`config.mk`:
```
export PLATFORM = sky130hd
export DESIGN_NAME = return_rotate_skip_exec
export DESIGN_NICKNAME = d
export VERILOG_FILES = /design/src/exec_pkg.sv /design/src/stack_if.sv /design/src/return_rotate_skip_exec.sv /design/src/return_stack_store.sv
export SDC_FILE = /design/constraint.sdc
export NUM_CORES = 1
export LEC_CHECK = 0
export ABC_AREA = 0
export BUFFER_PORTS_ARGS = -buffer_cell sky130_fd_sc_hd__buf_2
export CORE_MARGIN = 4
export CORE_UTILIZATION = 35
export CTS_CLUSTER_SIZE = 20
export DETAILED_ROUTE_END_ITERATION = 10
export PLACE_DENSITY = 0.59
export SETUP_SLACK_MARGIN = 0.2
export SYNTH_ARGS = -nofsm -noshare
export SYNTH_HDL_FRONTEND = slang
export SYNTH_SLANG_ARGS = --single-unit
```
`constraint.sdc`:
```
create_clock -name i_clock -period 3.55 [get_ports i_clock]
set_input_delay 0.5325 -clock i_clock [delete_from_list [all_inputs] [get_ports i_clock]]
set_output_delay 0.5325 -clock i_clock [all_outputs]
set_load 0.01 [all_outputs]
```
`src/exec_pkg.sv`:
```
package exec_pkg;

  // ==========================================================================
  // Widths and depths.
  localparam int DATA_W = 8;
  localparam int PC_W = 12;
  localparam int STACK_DEPTH = 8;
  localparam int SP_W = 3;
  localparam int NIBBLE_W = 4;

  // ==========================================================================
  // Field positions.
  localparam int MSB = 7;
  localparam int LSB = 0;

  // ==========================================================================
  // Reset values and constants.
  localparam logic [DATA_W-1:0] BYTE_RESET = 8'h00;
  localparam logic [DATA_W-1:0] BYTE_ONE = 8'h01;
  localparam logic [PC_W-1:0] PC_RESET = 12'h000;
  localparam logic [SP_W-1:0] SP_RESET = 3'h0;
  localparam logic [SP_W-1:0] SP_STEP = 3'h1;
  localparam logic GIE_RESET = 1'b0;

  // ==========================================================================
  // Operations handled by the block.
  typedef enum logic [4:0] {
    no_op,
    subroutine_return_op,
    return_with_immediate_op,
    interrupt_return_op,
    rotate_left_mem_op,
    rotate_left_to_acc_op,
    rotate_left_carry_mem_op,
    rotate_left_carry_to_acc_op,
    rotate_right_mem_op,
    rotate_right_to_acc_op,
    rotate_right_carry_mem_op,
    rotate_right_carry_to_acc_op,
    subtract_borrow_to_acc_op,
    subtract_borrow_to_mem_op,
    decrement_skip_zero_op,
    decrement_skip_zero_to_acc_op
  } op_t;

  typedef enum logic [1:0] {
    st_idle,
    st_return,
    st_dummy
  } exec_state_t;

endpackage

```
`src/stack_if.sv`:
```
`timescale 1ns/1ps

// ============================================================================
// Return stack access between the sequencer and its storage.
interface stack_if;
  logic write_en;
  logic read_en;
  logic [exec_pkg::SP_W-1:0] addr;
  logic [exec_pkg::PC_W-1:0] wdata;
  logic [exec_pkg::PC_W-1:0] rdata;

  modport owner(
    output write_en,
    output read_en,
    output addr,
    output wdata,
    input rdata
  );

  modport store(
    input write_en,
    input read_en,
    input addr,
    input wdata,
    output rdata
  );
endinterface

```
`src/return_rotate_skip_exec.sv`:
```
`timescale 1ns/1ps

// Operation
// - Subroutine return reloads the program counter from the stack top and pops it.
// - Return with immediate reloads the program counter and loads the accumulator.
// - Interrupt return reloads the program counter and sets global interrupt enable.
// - Rotate left memory: bits move up one, bit 7 to bit 0, written back.
// - Rotate left to accumulator: same rotation into accumulator, memory untouched.
// - Rotate left through carry memory: carry into bit 0, bit 7 into carry.
// - Rotate left through carry to accumulator, carry updated, memory untouched.
// - Rotate right memory: bits move down one, bit 0 to bit 7, written back.
// - Rotate right to accumulator: same rotation into accumulator, memory untouched.
// - Rotate right through carry memory: carry into bit 7, bit 0 into carry.
// - Subtract with borrow sets all four flags, result to accumulator or memory.
// - Decrement memory and skip on zero with one dummy cycle, else one cycle.

module return_rotate_skip_exec (
  input wire logic i_clock,
  input wire logic i_reset_n,
  input wire logic i_op_valid,
  input wire exec_pkg::op_t i_op,
  input wire logic [exec_pkg::DATA_W-1:0] i_imm,
  input wire logic [exec_pkg::DATA_W-1:0] i_mem_rdata,
  input wire logic [exec_pkg::DATA_W-1:0] i_acc,
  input wire logic i_carry,
  input wire logic i_push,
  input wire logic [exec_pkg::PC_W-1:0] i_push_pc,
  input wire logic i_interrupt_taken,
  output logic o_busy,
  output logic o_done,
  output logic o_skip,
  output logic o_pc_load,
  output logic [exec_pkg::PC_W-1:0] o_pc,
  output logic o_acc_we,
  output logic [exec_pkg::DATA_W-1:0] o_acc_wdata,
  output logic o_mem_we,
  output logic [exec_pkg::DATA_W-1:0] o_mem_wdata,
  output logic o_carry_we,
  output logic o_carry,
  output logic o_arith_flags_we,
  output logic o_overflow,
  output logic o_zero,
  output logic o_aux_carry,
  output logic o_global_interrupt_enable,
  output logic [exec_pkg::SP_W-1:0] o_stack_pointer
);

  typedef struct packed {
    exec_pkg::exec_state_t state;
    exec_pkg::op_t pend_op;
    logic [exec_pkg::DATA_W-1:0] imm;
    logic [exec_pkg::SP_W-1:0] sp;
    logic [exec_pkg::PC_W-1:0] pc;
    logic pc_load;
    logic [exec_pkg::DATA_W-1:0] acc;
    logic acc_we;
    logic [exec_pkg::DATA_W-1:0] mem_wdata;
    logic mem_we;
    logic carry;
    logic carry_we;
    logic overflow;
    logic zero;
    logic aux_carry;
    logic arith_we;
    logic gie;
    logic skip;
    logic done;
  } exec_reg_t;

  exec_reg_t r;
  exec_reg_t next_r;
  stack_if stk ();

  logic [exec_pkg::DATA_W-1:0] rot_left;
  logic [exec_pkg::DATA_W-1:0] rot_left_carry;
  logic [exec_pkg::DATA_W-1:0] rot_right;
  logic [exec_pkg::DATA_W-1:0] rot_right_carry;
  logic [exec_pkg::DATA_W-1:0] decremented;
  logic [exec_pkg::DATA_W:0] difference;
  logic [exec_pkg::NIBBLE_W:0] low_difference;
  logic sub_overflow;
  logic return_issue;
  logic push_taken;

  // ==========================================================================
  // Stack storage.
  return_stack_store store_inst (
    .i_clock(i_clock),
    .i_reset_n(i_reset_n),
    .port(stk.store)
  );

  // ==========================================================================
  // Datapath.
  always_comb begin
    rot_left = {i_mem_rdata[exec_pkg::MSB-1:exec_pkg::LSB], i_mem_rdata[exec_pkg::MSB]};
    rot_left_carry = {i_mem_rdata[exec_pkg::MSB-1:exec_pkg::LSB], i_carry};
    rot_right = {i_mem_rdata[exec_pkg::LSB], i_mem_rdata[exec_pkg::MSB:exec_pkg::LSB+1]};
    rot_right_carry = {i_carry, i_mem_rdata[exec_pkg::MSB:exec_pkg::LSB+1]};
    decremented = i_mem_rdata - exec_pkg::BYTE_ONE;
    difference = {1'b0, i_acc} + {1'b0, ~i_mem_rdata} + {{exec_pkg::DATA_W{1'b0}}, i_carry};
    low_difference = {1'b0, i_acc[exec_pkg::NIBBLE_W-1:0]}
                   + {1'b0, ~i_mem_rdata[exec_pkg::NIBBLE_W-1:0]}
                   + {{exec_pkg::NIBBLE_W{1'b0}}, i_carry};
    sub_overflow = (i_acc[exec_pkg::MSB] != i_mem_rdata[exec_pkg::MSB])
                 && (difference[exec_pkg::MSB] != i_acc[exec_pkg::MSB]);
  end

  // ==========================================================================
  // Stack access.
  always_comb begin
    return_issue = 1'b0;
    if (r.state == exec_pkg::st_idle && i_op_valid) begin
      case (i_op)
        exec_pkg::subroutine_return_op,
        exec_pkg::return_with_immediate_op,
        exec_pkg::interrupt_return_op: begin
          return_issue = 1'b1;
        end
        default: begin
          return_issue = 1'b0;
        end
      endcase
    end
    push_taken = i_push && !return_issue;
    stk.read_en = return_issue;
    stk.write_en = push_taken;
    stk.wdata = i_push_pc;
    if (return_issue) begin
      stk.addr = r.sp - exec_pkg::SP_STEP;
    end else begin
      stk.addr = r.sp;
    end
  end

  // ==========================================================================
  // Sequencing.
  always_comb begin
    next_r = r;
    next_r.pc_load = 1'b0;
    next_r.acc_we = 1'b0;
    next_r.mem_we = 1'b0;
    next_r.carry_we = 1'b0;
    next_r.arith_we = 1'b0;
    next_r.skip = 1'b0;
    next_r.done = 1'b0;
    if (i_interrupt_taken) begin
      next_r.gie = 1'b0;
    end
    if (push_taken) begin
      next_r.sp = r.sp + exec_pkg::SP_STEP;
    end
    case (r.state)
      exec_pkg::st_idle: begin
        if (i_op_valid) begin
          next_r.pend_op = i_op;
          next_r.imm = i_imm;
          next_r.done = 1'b1;
          case (i_op)
            exec_pkg::subroutine_return_op,
            exec_pkg::return_with_immediate_op,
            exec_pkg::interrupt_return_op: begin
              next_r.sp = r.sp - exec_pkg::SP_STEP;
              next_r.done = 1'b0;
              next_r.state = exec_pkg::st_return;
            end
            exec_pkg::rotate_left_mem_op: begin
              next_r.mem_wdata = rot_left;
              next_r.mem_we = 1'b1;
            end
            exec_pkg::rotate_left_to_acc_op: begin
              next_r.acc = rot_left;
              next_r.acc_we = 1'b1;
            end
            exec_pkg::rotate_left_carry_mem_op: begin
              next_r.mem_wdata = rot_left_carry;
              next_r.mem_we = 1'b1;
              next_r.carry = i_mem_rdata[exec_pkg::MSB];
              next_r.carry_we = 1'b1;
            end
            exec_pkg::rotate_left_carry_to_acc_op: begin
              next_r.acc = rot_left_carry;
              next_r.acc_we = 1'b1;
              next_r.carry = i_mem_rdata[exec_pkg::MSB];
              next_r.carry_we = 1'b1;
            end
            exec_pkg::rotate_right_mem_op: begin
              next_r.mem_wdata = rot_right;
              next_r.mem_we = 1'b1;
            end
            exec_pkg::rotate_right_to_acc_op: begin
              next_r.acc = rot_right;
              next_r.acc_we = 1'b1;
            end
            exec_pkg::rotate_right_carry_mem_op: begin
              next_r.mem_wdata = rot_right_carry;
              next_r.mem_we = 1'b1;
              next_r.carry = i_mem_rdata[exec_pkg::LSB];
              next_r.carry_we = 1'b1;
            end
            exec_pkg::rotate_right_carry_to_acc_op: begin
              next_r.acc = rot_right_carry;
              next_r.acc_we = 1'b1;
              next_r.carry = i_mem_rdata[exec_pkg::LSB];
              next_r.carry_we = 1'b1;
            end
            exec_pkg::subtract_borrow_to_acc_op,
            exec_pkg::subtract_borrow_to_mem_op: begin
              next_r.carry = difference[exec_pkg::DATA_W];
              next_r.aux_carry = low_difference[exec_pkg::NIBBLE_W];
              next_r.overflow = sub_overflow;
              next_r.zero = (difference[exec_pkg::MSB:0] == exec_pkg::BYTE_RESET);
              next_r.carry_we = 1'b1;
              next_r.arith_we = 1'b1;
              if (i_op == exec_pkg::subtract_borrow_to_acc_op) begin
                next_r.acc = difference[exec_pkg::MSB:0];
                next_r.acc_we = 1'b1;
              end else begin
                next_r.mem_wdata = difference[exec_pkg::MSB:0];
                next_r.mem_we = 1'b1;
              end
            end
            exec_pkg::decrement_skip_zero_op,
            exec_pkg::decrement_skip_zero_to_acc_op: begin
              if (i_op == exec_pkg::decrement_skip_zero_op) begin
                next_r.mem_wdata = decremented;
                next_r.mem_we = 1'b1;
              end else begin
                next_r.acc = decremented;
                next_r.acc_we = 1'b1;
              end
              if (decremented == exec_pkg::BYTE_RESET) begin
                next_r.skip = 1'b1;
                next_r.done = 1'b0;
                next_r.state = exec_pkg::st_dummy;
              end
            end
            default: begin
              next_r.done = 1'b0;
            end
          endcase
        end
      end
      exec_pkg::st_return: begin
        next_r.pc = stk.rdata;
        next_r.pc_load = 1'b1;
        next_r.done = 1'b1;
        next_r.state = exec_pkg::st_idle;
        if (r.pend_op == exec_pkg::return_with_immediate_op) begin
          next_r.acc = r.imm;
          next_r.acc_we = 1'b1;
        end
        if (r.pend_op == exec_pkg::interrupt_return_op) begin
          next_r.gie = 1'b1;
        end
      end
      exec_pkg::st_dummy: begin
        next_r.done = 1'b1;
        next_r.state = exec_pkg::st_idle;
      end
      default: begin
        next_r.state = exec_pkg::st_idle;
      end
    endcase
  end

  always_ff @(posedge i_clock or negedge i_reset_n) begin
    if (!i_reset_n) begin
      r.state <= exec_pkg::st_idle;
      r.pend_op <= exec_pkg::no_op;
      r.imm <= exec_pkg::BYTE_RESET;
      r.sp <= exec_pkg::SP_RESET;
      r.pc <= exec_pkg::PC_RESET;
      r.pc_load <= 1'b0;
      r.acc <= exec_pkg::BYTE_RESET;
      r.acc_we <= 1'b0;
      r.mem_wdata <= exec_pkg::BYTE_RESET;
      r.mem_we <= 1'b0;
      r.carry <= 1'b0;
      r.carry_we <= 1'b0;
      r.overflow <= 1'b0;
      r.zero <= 1'b0;
      r.aux_carry <= 1'b0;
      r.arith_we <= 1'b0;
      r.gie <= exec_pkg::GIE_RESET;
      r.skip <= 1'b0;
      r.done <= 1'b0;
    end else begin
      r <= next_r;
    end
  end

  // ==========================================================================
  // Outputs.
  assign o_busy = (r.state != exec_pkg::st_idle);
  assign o_done = r.done;
  assign o_skip = r.skip;
  assign o_pc_load = r.pc_load;
  assign o_pc = r.pc;
  assign o_acc_we = r.acc_we;
  assign o_acc_wdata = r.acc;
  assign o_mem_we = r.mem_we;
  assign o_mem_wdata = r.mem_wdata;
  assign o_carry_we = r.carry_we;
  assign o_carry = r.carry;
  assign o_arith_flags_we = r.arith_we;
  assign o_overflow = r.overflow;
  assign o_zero = r.zero;
  assign o_aux_carry = r.aux_carry;
  assign o_global_interrupt_enable = r.gie;
  assign o_stack_pointer = r.sp;

endmodule

```
`src/return_stack_store.sv`:
```
`timescale 1ns/1ps

// ============================================================================
// Return address storage with registered read data.
module return_stack_store (
  input wire logic i_clock,
  input wire logic i_reset_n,
  stack_if.store port
);

  typedef struct packed {
    logic [exec_pkg::PC_W-1:0] rdata;
  } store_reg_t;

  logic [exec_pkg::PC_W-1:0] mem [exec_pkg::STACK_DEPTH];
  store_reg_t r;
  store_reg_t next_r;

  // ==========================================================================
  // Storage array.
  always_ff @(posedge i_clock) begin
    if (port.write_en) begin
      mem[port.addr] <= port.wdata;
    end
  end

  // ==========================================================================
  // Read register.
  always_comb begin
    next_r = r;
    if (port.read_en) begin
      next_r.rdata = mem[port.addr];
    end
  end

  always_ff @(posedge i_clock or negedge i_reset_n) begin
    if (!i_reset_n) begin
      r <= '0;
    end else begin
      r <= next_r;
    end
  end

  assign port.rdata = r.rdata;

endmodule

```
After elaboration in Yosys (flattened, before gate mapping)

Memory sizes are Yosys's and may differ from the RTL's. A register that Yosys moved wholly into a read port is not among the register bits.
Index checks and enable logic that the tools add are counted.

Bits in writable memories: 96
Bits of input ports: 47
Register bits: 58
Memory bits (read-only): 0
Memories: 1
Latch bits: 0
Output and inout port bits: 44

Memory list:

| name           | depth | bits a word | rd ports | clocked after memory_dff | wr ports | line                     | RTL |
|---|---|---|---|---|---|---|---|
| store_inst.mem | 8     | 12          | 1        | 1                        | 1        | return_stack_store.sv:15 | `logic [exec_pkg::PC_W-1:0] mem [exec_pkg::STACK_DEPTH];` |

$lt $le $gt $ge: 0
Bitwise logic cells: 2
Reduce and logical (&&, ||, !) cells: 25
Multipliers: 0
Div/mod/pow operators: 0
Shifts and indexed selects: 0
Mux-type cells: 34
Equal/unequal tests: 30
Add/subtract/negate cells: 7

Operators with widths:

| cell                                                                    | number |
|---|---|
| 9-bit case mux with 6 select lines                                      | 2 |
| 9-bit 2-to-1 mux                                                        | 5 |
| 5-bit by 4-bit equality test with 1-bit output, second input constant   | 8 |
| 24-bit 2-to-1 mux                                                       | 1 |
| 5-bit by 2-bit equality test with 1-bit output, second input constant   | 4 |
| 5-bit by 3-bit equality test with 1-bit output, second input constant   | 4 |
| 18-bit 2-to-1 mux                                                       | 1 |
| 9-bit case mux with 2 select lines                                      | 1 |
| 8-bit zero test                                                         | 2 |
| 3-bit 2-to-1 mux                                                        | 4 |
| 1-bit 2-to-1 mux                                                        | 10 |
| 10-bit OR reduction                                                     | 1 |
| 2-bit OR reduction                                                      | 5 |
| 8-bit by 8-bit adder with 9-bit output                                  | 1 |
| 9-bit by 1-bit adder with 9-bit output                                  | 1 |
| 3-bit inequality test, second input constant                            | 3 |
| 3-bit AND reduction                                                     | 3 |
| 2-bit 2-to-1 mux                                                        | 4 |
| 2-bit inequality test, second input constant                            | 4 |
| 8-bit NOT                                                               | 1 |
| 8-bit by 1-bit subtractor with 8-bit output, second input constant      | 1 |
| 7-bit 2-to-1 mux                                                        | 1 |
| 7-bit by 1-bit inequality test with 1-bit output, second input constant | 1 |
| 2-bit case mux with 3 select lines                                      | 1 |
| 23 further kinds                                                        | 29 |

Logic depth before layout (Yosys ltp)

Gate-level depths: netlist of run 1.

Depth after elaboration: 10
Mapped depth: 12
Mapped depth without buffers: 9

Modules after synthesis

From an unflattened synthesis of run 1, not the netlist that was laid out.

Cell total of the unflattened synthesis: 624
Area total of the unflattened synthesis: 7895.1 µm²

By module, submodules not included:

| module                  | times used | area an instance (µm²) | cells each |
|---|---|---|---|
| return_stack_store      | 1          | 4181.5                 | 233 |
| return_rotate_skip_exec | 1          | 3713.6                 | 391 |

Worst setup path before layout of run 1

No wires, ideal clock.

Path kind: register to register
Start point: register r, in the netlist o_stack_pointer[0]
End point: memory store_inst.mem[2][0] (netlist name), enable pin
Library setup time: 0.382 ns
Buffers on the path: 4
Data required time: 3.168 ns
Setup slack: 0.367 ns
Arrival: 2.801 ns
Period minus slack after synthesis: 3.183 ns
Stages on the path, launching flop included: 9
Path through: dfrtp_1 > clkbuf_1 > inv_1 > clkbuf_1 > ha_1 > clkbuf_1 > o32ai_4 > buf_2 > nor2b_1

Word-level cells in the longest chain between the ends: 2

RTL lines:

| element                                     | line                           | RTL |
|---|---|---|
| start: declaration                          | return_rotate_skip_exec.sv:70  | `exec_reg_t r;` |
| start signal: assignment                    | return_rotate_skip_exec.sv:289 | `r <= next_r;` |
| 3-bit by 1-bit subtractor with 3-bit output | return_rotate_skip_exec.sv:130 | `stk.addr = r.sp - exec_pkg::SP_STEP;` |
| 3-bit 2-to-1 mux (*)                        | return_rotate_skip_exec.sv:129 | `if (return_issue) begin` |
| end: declaration                            | return_stack_store.sv:15       |  |

Mark *: on every way between the ends. The rest lies on a longest branch, timed or not.

Final worst setup path of run 1

Start point: register r[57] (netlist name)
End point: memory store_inst.mem[3][7] (netlist name), enable pin

Word-level cells in the longest chain between the ends: 7
Elaborated cells on any way between the ends: 8
Those cells by class: mux: 4; reduce/logical: 4

RTL lines:

| element                                | line                           | RTL |
|---|---|---|
| 2-bit zero test (*)                    | return_rotate_skip_exec.sv:113 | `if (r.state == exec_pkg::st_idle && i_op_valid) begin` |
| 1-bit logical AND (*)                  | return_rotate_skip_exec.sv:113 |  |
| 1-bit 2-to-1 mux (*)                   | return_rotate_skip_exec.sv:113 |  |
| 1-bit zero test                        | return_rotate_skip_exec.sv:125 | `push_taken = i_push && !return_issue;` |
| 1-bit logical AND                      | return_rotate_skip_exec.sv:125 |  |
| 1-bit 2-to-1 mux                       | return_stack_store.sv:22       | `if (port.write_en) begin` |
| 1-bit 2-to-1 mux (implied by the code) | return_stack_store.sv:23       | `mem[port.addr] <= port.wdata;` |

Marked as above.

==> flow_summary.json, run 1 <==
{
  "ir_drop_uv": 285,
  "first_pass_iters": 5,
  "via_per_inst": 5.34,
  "cts_tree": "done",
  "synth.distinct_cells": 72,
  "die_area_um2": 26400,
  "stdcell_count": 1080,
  "synthXorXnorAreaFrac_pct": 1.86,
  "numCtsBuffers": 17,
  "dp_hpwl_mm": 14.0,
  "slew_headroom_pct": 36.9,
  "synth_edf_count": 96,
  "cp-start-kind": "flop",
  "post_cts_buffers": 0,
  "max_freq_mhz": 354,
  "crit_type": "flop to flop",
  "gp_congestion": 0.836,
  "overflow": 0,
  "diodes": 0,
  "path_max_fanout": 33,
  "chipWidth_um": 162,
  "max-cap-violations": 0,
  "synth_top_family_by_area": "compound AO/OA/AOI/OAI gates",
  "place_ws_ns": 0.583,
  "tightest_slew_ns": 0.946,
  "dieHeight_um": 162,
  "status": "finished clean",
  "hold_viol_final": 0,
  "crit_chain": "inv_1, ha_1, and4bb_4, nand2_4, o32ai_4, buf_4, nor2b_1, buf_4",
  "fin_setup_tns_ns": 0,
  "ios": 91,
  "finalPower_mw": 7.10,
  "path_clk_slew_ns": 0.08,
  "ctsHoldBuffers": 0,
  "dp_cells": 1048,
  "ys_seq_elements": 166,
  "syn_inst": 684,
  "multi_input_area_um2": 3210,
  "synthMuxAreaShare_pct": 4.95,
  "grt_max_degree": 71,
  "synth_simple_gate_area_share_pct": 8.81,
  "timing.rr.end": "store_inst.mem[3][7]",
  "wl_per_cell_um": 18.7,
  "grt_pass1_wl_mm": 32.0,
  "rsz0062_at_grt": "false",
  "h-tree-depth": 4,
  "layout_common_cells": "edfxtp_1, buf_2, dfrtp_1",
  "setup_violations": 0,
  "leakage_nw": 3.70,
  "cp.arrival_ns": 2.97,
  "syn_nets": 747,
  "grt_pass1_vias": 5648,
  "worstRegToRegCells": 8,
  "cp_slowest_cell": "dfrtp_1",
  "final_common_cell": "edfxtp_1",
  "antenna_left": 0,
  "maxSlewViolCount": 0,
  "fillCellCount": 2194,
  "clock-sinks": 166,
  "final.period_utilization_pct": 79.6,
  "worst_slack_ns": 0.723,
  "cts_root_buffer": "clkbuf_16",
  "track_usage_pct": 15.5,
  "antenna_found_initial": 0,
  "fin_crit_ns": 2.83,
  "area_growth_pct": 15.0,
  "path_delay_family": "simple AND/OR/NAND/NOR gates",
  "r2r_slack_ns": 0.72,
  "synth_adder_area_share_pct": 2.58,
  "endpoint_kind": "flop",
  "power_density_nw_per_um2": 741,
  "cts-resized-gates": 0,
  "synth_warnings": 0,
  "drive_gt1_share_pct": 28.8,
  "drt-initial-drc-count": 447,
  "syn_area_um2": 8340,
  "avgSynthCellArea_um2": 12.2,
  "synth_compound_area_share_pct": 20.1,
  "drc": 0,
  "layout.nets": 811,
  "clock_skew_ns": 0.0215,
  "synth-main-ff-cell": "edfxtp_1",
  "wl_mm": 20.2,
  "routed-via-count": 5766,
  "hp-class": "input pin to asynchronous set/reset pin",
  "core_area_um2": 23500,
  "synth_seq_area_share_pct": 55.6,
  "critPathBufInv": 3,
  "required_ns": 3.69,
  "synth-async-reset-ratio_pct": 42.2,
  "reg2reg_from": "r[57]",
  "io_buffers": 90,
  "seqCellArea_um2": 4630,
  "insertion_delay_ns": 0.44,
  "start_util_pct": 35.5,
  "cpMostUsedCell": "buf_4",
  "ctsLongestPathBuffers": 2,
  "row_count": 56,
  "max_stage_delay_ns": 0.40
}
-- cell usage after synthesis, drive strengths merged (5+ instances only) --
cell type	number	area, um^2
nand3	15	75.1
nor2b	9	56.3
a21o	5	37.5
a21oi	46	234
nor2	41	161
edfxtp	96	2880
a211oi	15	113
o21ai	37	185
a22oi	22	165
o22ai	6	37.5
and2	5	31.3
buf	46	343
xnor2	12	113
o31ai	7	91.3
a221oi	24	304
nand2b	6	37.5
a22o	5	43.8
nand2	40	158
clkbuf	23	86.3
ha	14	175
dfrtp	70	1750
mux2	34	383
inv	20	75.1
o2bb2ai	10	119
a31oi	8	50.1
nor3	9	45.0
-- final cells by class --
class | count | share of cell area (%)
clock buffers | 17 | 4.44
flip-flops and latches | 166 | 48.3
clock inverters | 15 | 2.21
multi-input cells | 428 | 33.4
well taps | 319 | 4.16
repair buffers | 114 | 6.60
inverters | 21 | 0.822
-- state kept, by name (all words and copies together) (netlist names), 3 cells and up --
name	count
r	15
o_stack_pointer	3
o_mem_wdata	8
store_inst.mem	96
o_acc_wdata	8
store_inst.port.rdata	12
o_pc	12
-- cell families after synthesis --
kind of cell / count (synthesis)
XOR/XNOR: 16
AO/OA/AOI/OAI: 215
flip-flops: 166
buffers and inverters: 90
adder cells (fa/ha/maj): 16
AND/OR/NAND/NOR: 144
multiplexers: 37
-- through the flow --
| step | util (%) | instance area, um^2 | hold slack [ns] |
|---|---|---|---|
| after global placement | 38.1 | 8950 | 0.463 |
| after floorplan | - | 8340 | 0.237 |
| after CTS | 40.8 | 9590 | 0.262 |
| final | 40.8 | 9590 | 0.239 |
| after detailed placement | 38.1 | 8950 | 0.469 |
| after global routing | 40.8 | 9590 | 0.266 |
-- layer usage --
metal  vias to the layer above  global-route usage, %  wire (um)
met1                      2836                   21.7       9210
met2                       194                   24.3       9310
met4                         0                   5.46        412
met5                         -                      0          0
li1                       2709                      -          -
met3                        27                   3.04       1230
-- power by group --
part           internal (mW)  leakage [nW]  switching (mW)
clock network          0.975         0.305           0.928
logic                  0.976          1.66            1.46
registers               2.52          1.73           0.241
-- worst max path at each step --
stage / start / end / slack, ns / cells after the start
2_1_floorplan: o_stack_pointer[0] / store_inst.mem[2][0] / 0.37 / 8
3_3_place_gp: i_mem_rdata[0] / o_acc_wdata[4] / 0.63 / 10
3_5_place_dp: i_mem_rdata[0] / o_acc_wdata[4] / 0.58 / 10
4_1_cts: r[57] / store_inst.mem[3][7] / 0.70 / 8
5_1_grt: r[57] / store_inst.mem[3][5] / 0.51 / 8
6_report: r[57] / store_inst.mem[3][7] / 0.72 / 8
(Power assumes the default switching activity.)
==> run 2: changes to the inputs <==
Settings changed: PLACE_DENSITY 0.59 to 0.61.
Clock period 3.55 ns to 2.29 ns, I/O delays scaled along.
==> flow_summary.json, run 2 (same netlist as run 1, synthesis figures left out) <==
{
  "core_area_um2": 23500,
  "reg_top3": "store_inst.mem (96), r (15)",
  "routed-via-count": 6111,
  "max-cap-violations": 0,
  "cp-start-kind": "flop",
  "antenna_found_initial": 1,
  "endpoint_kind": "flop",
  "cp_slowest_cell": "dfrtp_1",
  "fin_crit_ns": 2.15,
  "ios": 91,
  "ctsLongestPathBuffers": 2,
  "grt_pass1_wl_mm": 33.5,
  "drt-initial-drc-count": 490,
  "insertion_delay_ns": 0.44,
  "via_per_inst": 5.37,
  "ir_drop_uv": 581,
  "max_stage_delay_ns": 0.39,
  "clock_skew_ns": 0.0130,
  "status": "finished clean",
  "rsz0062_at_grt": "true",
  "drive_gt1_share_pct": 38.3,
  "cp.arrival_ns": 2.31,
  "numCtsBuffers": 17,
  "layout.nets": 868,
  "layout_common_cells": "edfxtp_1, buf_2, dfrtp_1",
  "hp-class": "input pin to flop",
  "wl_per_cell_um": 19.0,
  "max_freq_mhz": 464,
  "power_density_nw_per_um2": 1160,
  "track_usage_pct": 16.3,
  "min_path_cells": 2,
  "regMostFlops": "store_inst.mem",
  "path_max_fanout": 6,
  "antenna_left": 0,
  "row_count": 56,
  "worstRegToRegCells": 8,
  "r2r_slack_ns": 0.14,
  "die_area_um2": 26400,
  "dieHeight_um": 162,
  "crit_type": "flop to flop",
  "hold_viol_final": 0,
  "whs_endpoint": "o_global_interrupt_enable",
  "chipWidth_um": 162,
  "place_ws_ns": -0.132,
  "grt_pass1_vias": 5944,
  "timing.rr.end": "store_inst.mem[3][0]",
  "reg2reg_from": "r[57]",
  "slew_headroom_pct": 64.0,
  "clock-sinks": 166,
  "drc": 0,
  "worst_slack_ns": 0.137,
  "final.period_utilization_pct": 94.0,
  "start_util_pct": 35.5,
  "required_ns": 2.44,
  "grt_max_degree": 47,
  "dp_hpwl_mm": 15.0,
  "cts_tree": "done",
  "first_pass_iters": 5,
  "largest_register_ffs": 96,
  "h-tree-depth": 4,
  "area_growth_pct": 26.0,
  "setup_violations": 0,
  "maxSlewViolCount": 0,
  "stdcell_count": 1137,
  "leakage_nw": 4.11,
  "diodes": 0,
  "wl_mm": 21.6,
  "final_common_cell": "edfxtp_1",
  "gp_congestion": 0.879,
  "overflow": 0,
  "cts_root_buffer": "clkbuf_16",
  "dp_cells": 1084,
  "tightest_slew_ns": 0.537,
  "path_clk_slew_ns": 0.07,
  "crit_chain": "inv_2, ha_4, and4bb_4, nand2_4, o32ai_4, buf_6, nor2b_4, buf_12",
  "io_buffers": 90,
  "hp-start": "i_interrupt_taken"
}
-- run 2: cell types whose count changed in the layout (fill, tap and decap cells not counted), sizes merged --
cell	previous run	this run
buf	114	170
bufinv	0	1
clkinv	10	8
dlygate4sd3	0	1
inv	26	27
-- run 2: repair_timing --
action	CTS	global route
pin swaps	3	17
setup buffers	9	9
hold buffers	1	0
gates resized for setup	14	28
cloned	1	1
setup endpoints to repair	103	85
hold endpoints to repair	24	0
-- run 2: how the worst max path moves through the flow --
stage,start,to,slack (ns)
after floorplan,r[56],store_inst.mem[7][0],-0.006
after global placement,i_carry,o_acc_wdata[4],-0.06
after detailed placement,i_carry,o_zero,-0.13
after CTS,r[56],store_inst.mem[3][0],0.18
after global routing,r[57],store_inst.port.rdata[3],0.05
final,r[57],store_inst.mem[3][0],0.14
-- run 2: routing by layer --
metal | wire length (um) | share of wire (%) | vias up | GRT usage (%)
li1 | - | - | 2827 | -
met1 | 9780 | 45 | 3064 | 22.6
met2 | 10400 | 48 | 196 | 26.1
met3 | 1190 | 5.5 | 22 | 3.39
met4 | 250 | 1.2 | 2 | 4.27
met5 | 13 | 0.060 | - | 0
-- run 2: cell type report --
| class | count | area [um^2] |
|---|---|---|
| clock inverters | 15 | 223 |
| clock buffers | 17 | 425 |
| inverters | 21 | 83.8 |
| multi-input cells | 428 | 3490 |
| fillers | 2112 | 13000 |
| well taps | 319 | 399 |
| flip-flops and latches | 166 | 4640 |
| repair buffers | 171 | 1250 |
-- run 2: where the power goes --
group | internal, mW | switching (mW) | total, mW
clock | 1.61 | 1.45 | 3.06
sequential | 3.91 | 0.398 | 4.31
combinational | 2.15 | 2.61 | 4.77
-- run 2: through the flow --
stage | TNS, ns | power [mW] | utilization, % | hold slack, ns | cell area (um^2)
3_3_place_gp | -0.194 | 8.58 | 40.3 | 0.291 | 9460
3_5_place_dp | -0.395 | 8.65 | 40.3 | 0.291 | 9460
2_1_floorplan | -0.138 | 7.55 | - | 0.0479 | 8560
5_1_grt | 0 | 12.8 | 44.8 | 0.0917 | 10500
6_report | 0 | 12.1 | 44.8 | 0.0878 | 10500
4_1_cts | 0 | 11.9 | 43.8 | 0.0681 | 10300
-- run 2: worst max-delay path, delay by kind of cell, from the launching register on --
family,cells,cell delay [ns]
AND/OR/NAND/NOR,3,0.59
flip-flops,1,0.39
AO/OA/AOI/OAI,1,0.35
adder cells (fa/ha/maj),1,0.16
buffers and inverters,3,0.39
==> run 3: changes to the inputs <==
Clock period 2.29 ns to 1.8 ns, I/O delays scaled along.
==> flow_summary.json, run 3 (same netlist as run 1, synthesis figures left out) <==
{
  "status": "finished with violations",
  "violations": "negative setup slack",
  "clock-sinks": 166,
  "power_density_nw_per_um2": 1420,
  "setup_violations": 120,
  "fin_crit_ns": 2.09,
  "cp.arrival_ns": 2.39,
  "cp-start-kind": "flop",
  "cts_tree": "done",
  "routed-via-count": 6345,
  "layout_common_cells": "buf_4, edfxtp_1, buf_2",
  "core_area_um2": 23500,
  "largest_register_ffs": 96,
  "insertion_delay_ns": 0.44,
  "place_ws_ns": -0.581,
  "dieHeight_um": 162,
  "clock_skew_ns": 0.0122,
  "p_int_mw": 10.3,
  "cp_slowest_cell": "dfrtp_1",
  "ctsLongestPathBuffers": 2,
  "slew_headroom_pct": 66.2,
  "max_stage_delay_ns": 0.39,
  "path_max_fanout": 8,
  "path_clk_slew_ns": 0.08,
  "post-route-util_pct": 49.3,
  "first_pass_iters": 5,
  "max_freq_mhz": 479,
  "ios": 91,
  "max-cap-violations": 0,
  "critPathBufInv": 1,
  "wl_mm": 22.8,
  "endpoint_kind": "flop",
  "overflow": 0,
  "power_frac_seq_pct": 33.2,
  "wl_per_cell_um": 19.0,
  "gp_congestion": 0.881,
  "drive_gt1_share_pct": 47.7,
  "path_delay_family": "flip-flops",
  "power_frac_comb_pct": 43.4,
  "reg_top3": "store_inst.mem (96), r (15)",
  "pwr-share-clk_pct": 23.4,
  "swShare_pct": 37.3,
  "worst_slack_ns": -0.289,
  "start_util_pct": 35.5,
  "layout.nets": 933,
  "regMostFlops": "store_inst.mem",
  "cts_root_buffer": "clkbuf_16",
  "crit_chain": "inv_2, ha_4, nand4bb_4, nor2_4, xnor2_4, mux2_4, a221oi_2, a21oi_1",
  "die_area_um2": 26400,
  "h-tree-depth": 4,
  "final_common_cell": "buf_4",
  "via_per_inst": 5.28,
  "rsz0062_at_grt": "true",
  "antenna_left": 0,
  "hold_viol_final": 0,
  "ir_drop_uv": 677,
  "area_growth_pct": 38.7,
  "row_count": 56,
  "tightest_slew_ns": 0.505,
  "drc": 0,
  "antenna_found_initial": 0,
  "dp_hpwl_mm": 15.3,
  "numCtsBuffers": 17,
  "grt_pass1_wl_mm": 35.1,
  "io_buffers": 90,
  "chipWidth_um": 162,
  "final.period_utilization_pct": 116,
  "leakage_nw": 4.54,
  "diodes": 0,
  "grt_max_degree": 43,
  "crit_type": "flop to flop",
  "p_switching_mw": 6.11,
  "required_ns": 2.11,
  "maxSlewViolCount": 0,
  "drt-initial-drc-count": 502,
  "grt_pass1_vias": 6213,
  "track_usage_pct": 17.1,
  "hp-class": "input pin to flop"
}
==> run 3: layout make-up <==
class                   count  area, um^2
repair buffers            235        1930
inverters                  21        83.8
fillers                  2011       11900
clock buffers              17         425
clock inverters            15         211
multi-input cells         429        3880
well taps                 319         399
flip-flops and latches    166        4630
==> run 3: through the flow <==
step / power (mW) / instances / hold slack (ns) / cell area [um^2] / TNS [ns]
after floorplan: 9.71 / 684 / -0.0256 / 8690 / -44.41
after global placement: 11.3 / 1145 / 0.131 / 10100 / -33.09
after detailed placement: 11.4 / 1145 / 0.132 / 10100 / -36.17
after CTS: 15.7 / 1190 / 0.0139 / 11100 / -19.32
after global routing: 17.3 / 1202 / 0.0194 / 11600 / -29.82
final: 16.4 / 1202 / 0.0261 / 11600 / -18.27
==> run 3: power by group through the flow <==
stage | Clock (mW) | Sequential (mW) | Combinational [mW]
2_1_floorplan | 0 | 5.38 | 4.33
3_3_place_gp | 0 | 5.43 | 5.90
3_5_place_dp | 0 | 5.47 | 5.96
4_1_cts | 3.91 | 5.41 | 6.37
5_1_grt | 4.09 | 5.54 | 7.63
6_report | 3.84 | 5.43 | 7.10
==> run 3: path summary, 6_finish.rpt <==
kind / slack (ns) / end / depth (start not counted) / startpoint
min in group asynchronous: 0.22 / o_mem_wdata[5] / 2 / i_reset_n
min reg2reg: 0.49 / store_inst.port.rdata[9] / 2 / store_inst.port.rdata[9]
min: 0.03 / o_global_interrupt_enable / 2 / i_interrupt_taken
max in group asynchronous: 1.09 / store_inst.port.rdata[10] / 3 / i_reset_n
max: -0.29 / store_inst.port.rdata[10] / 8 / r[57]
max reg2reg: -0.29 / store_inst.port.rdata[10] / 8 / r[57]
==> run 3: timing repair <==
item                                   4_1_cts  5_1_grt
endpoints found under the hold margin       70        0
gates cloned                                 3        3
pin swaps                                   18       17
setup endpoints to repair                  141      147
hold buffers                                 1        0
resized for setup                           42       64
setup buffers                                9        9
==> run 3: layer usage <==
metal | part of all wire [%] | track usage, % | vias to the layer above | routed length [um]
met2 | 50 | 28.7 | 196 | 11500
met1 | 44 | 23.3 | 3165 | 9930
met3 | 5.0 | 2.89 | 23 | 1140
met5 | 0 | 0 | - | 0
li1 | - | - | 2961 | -
met4 | 1.1 | 3.84 | 0 | 250
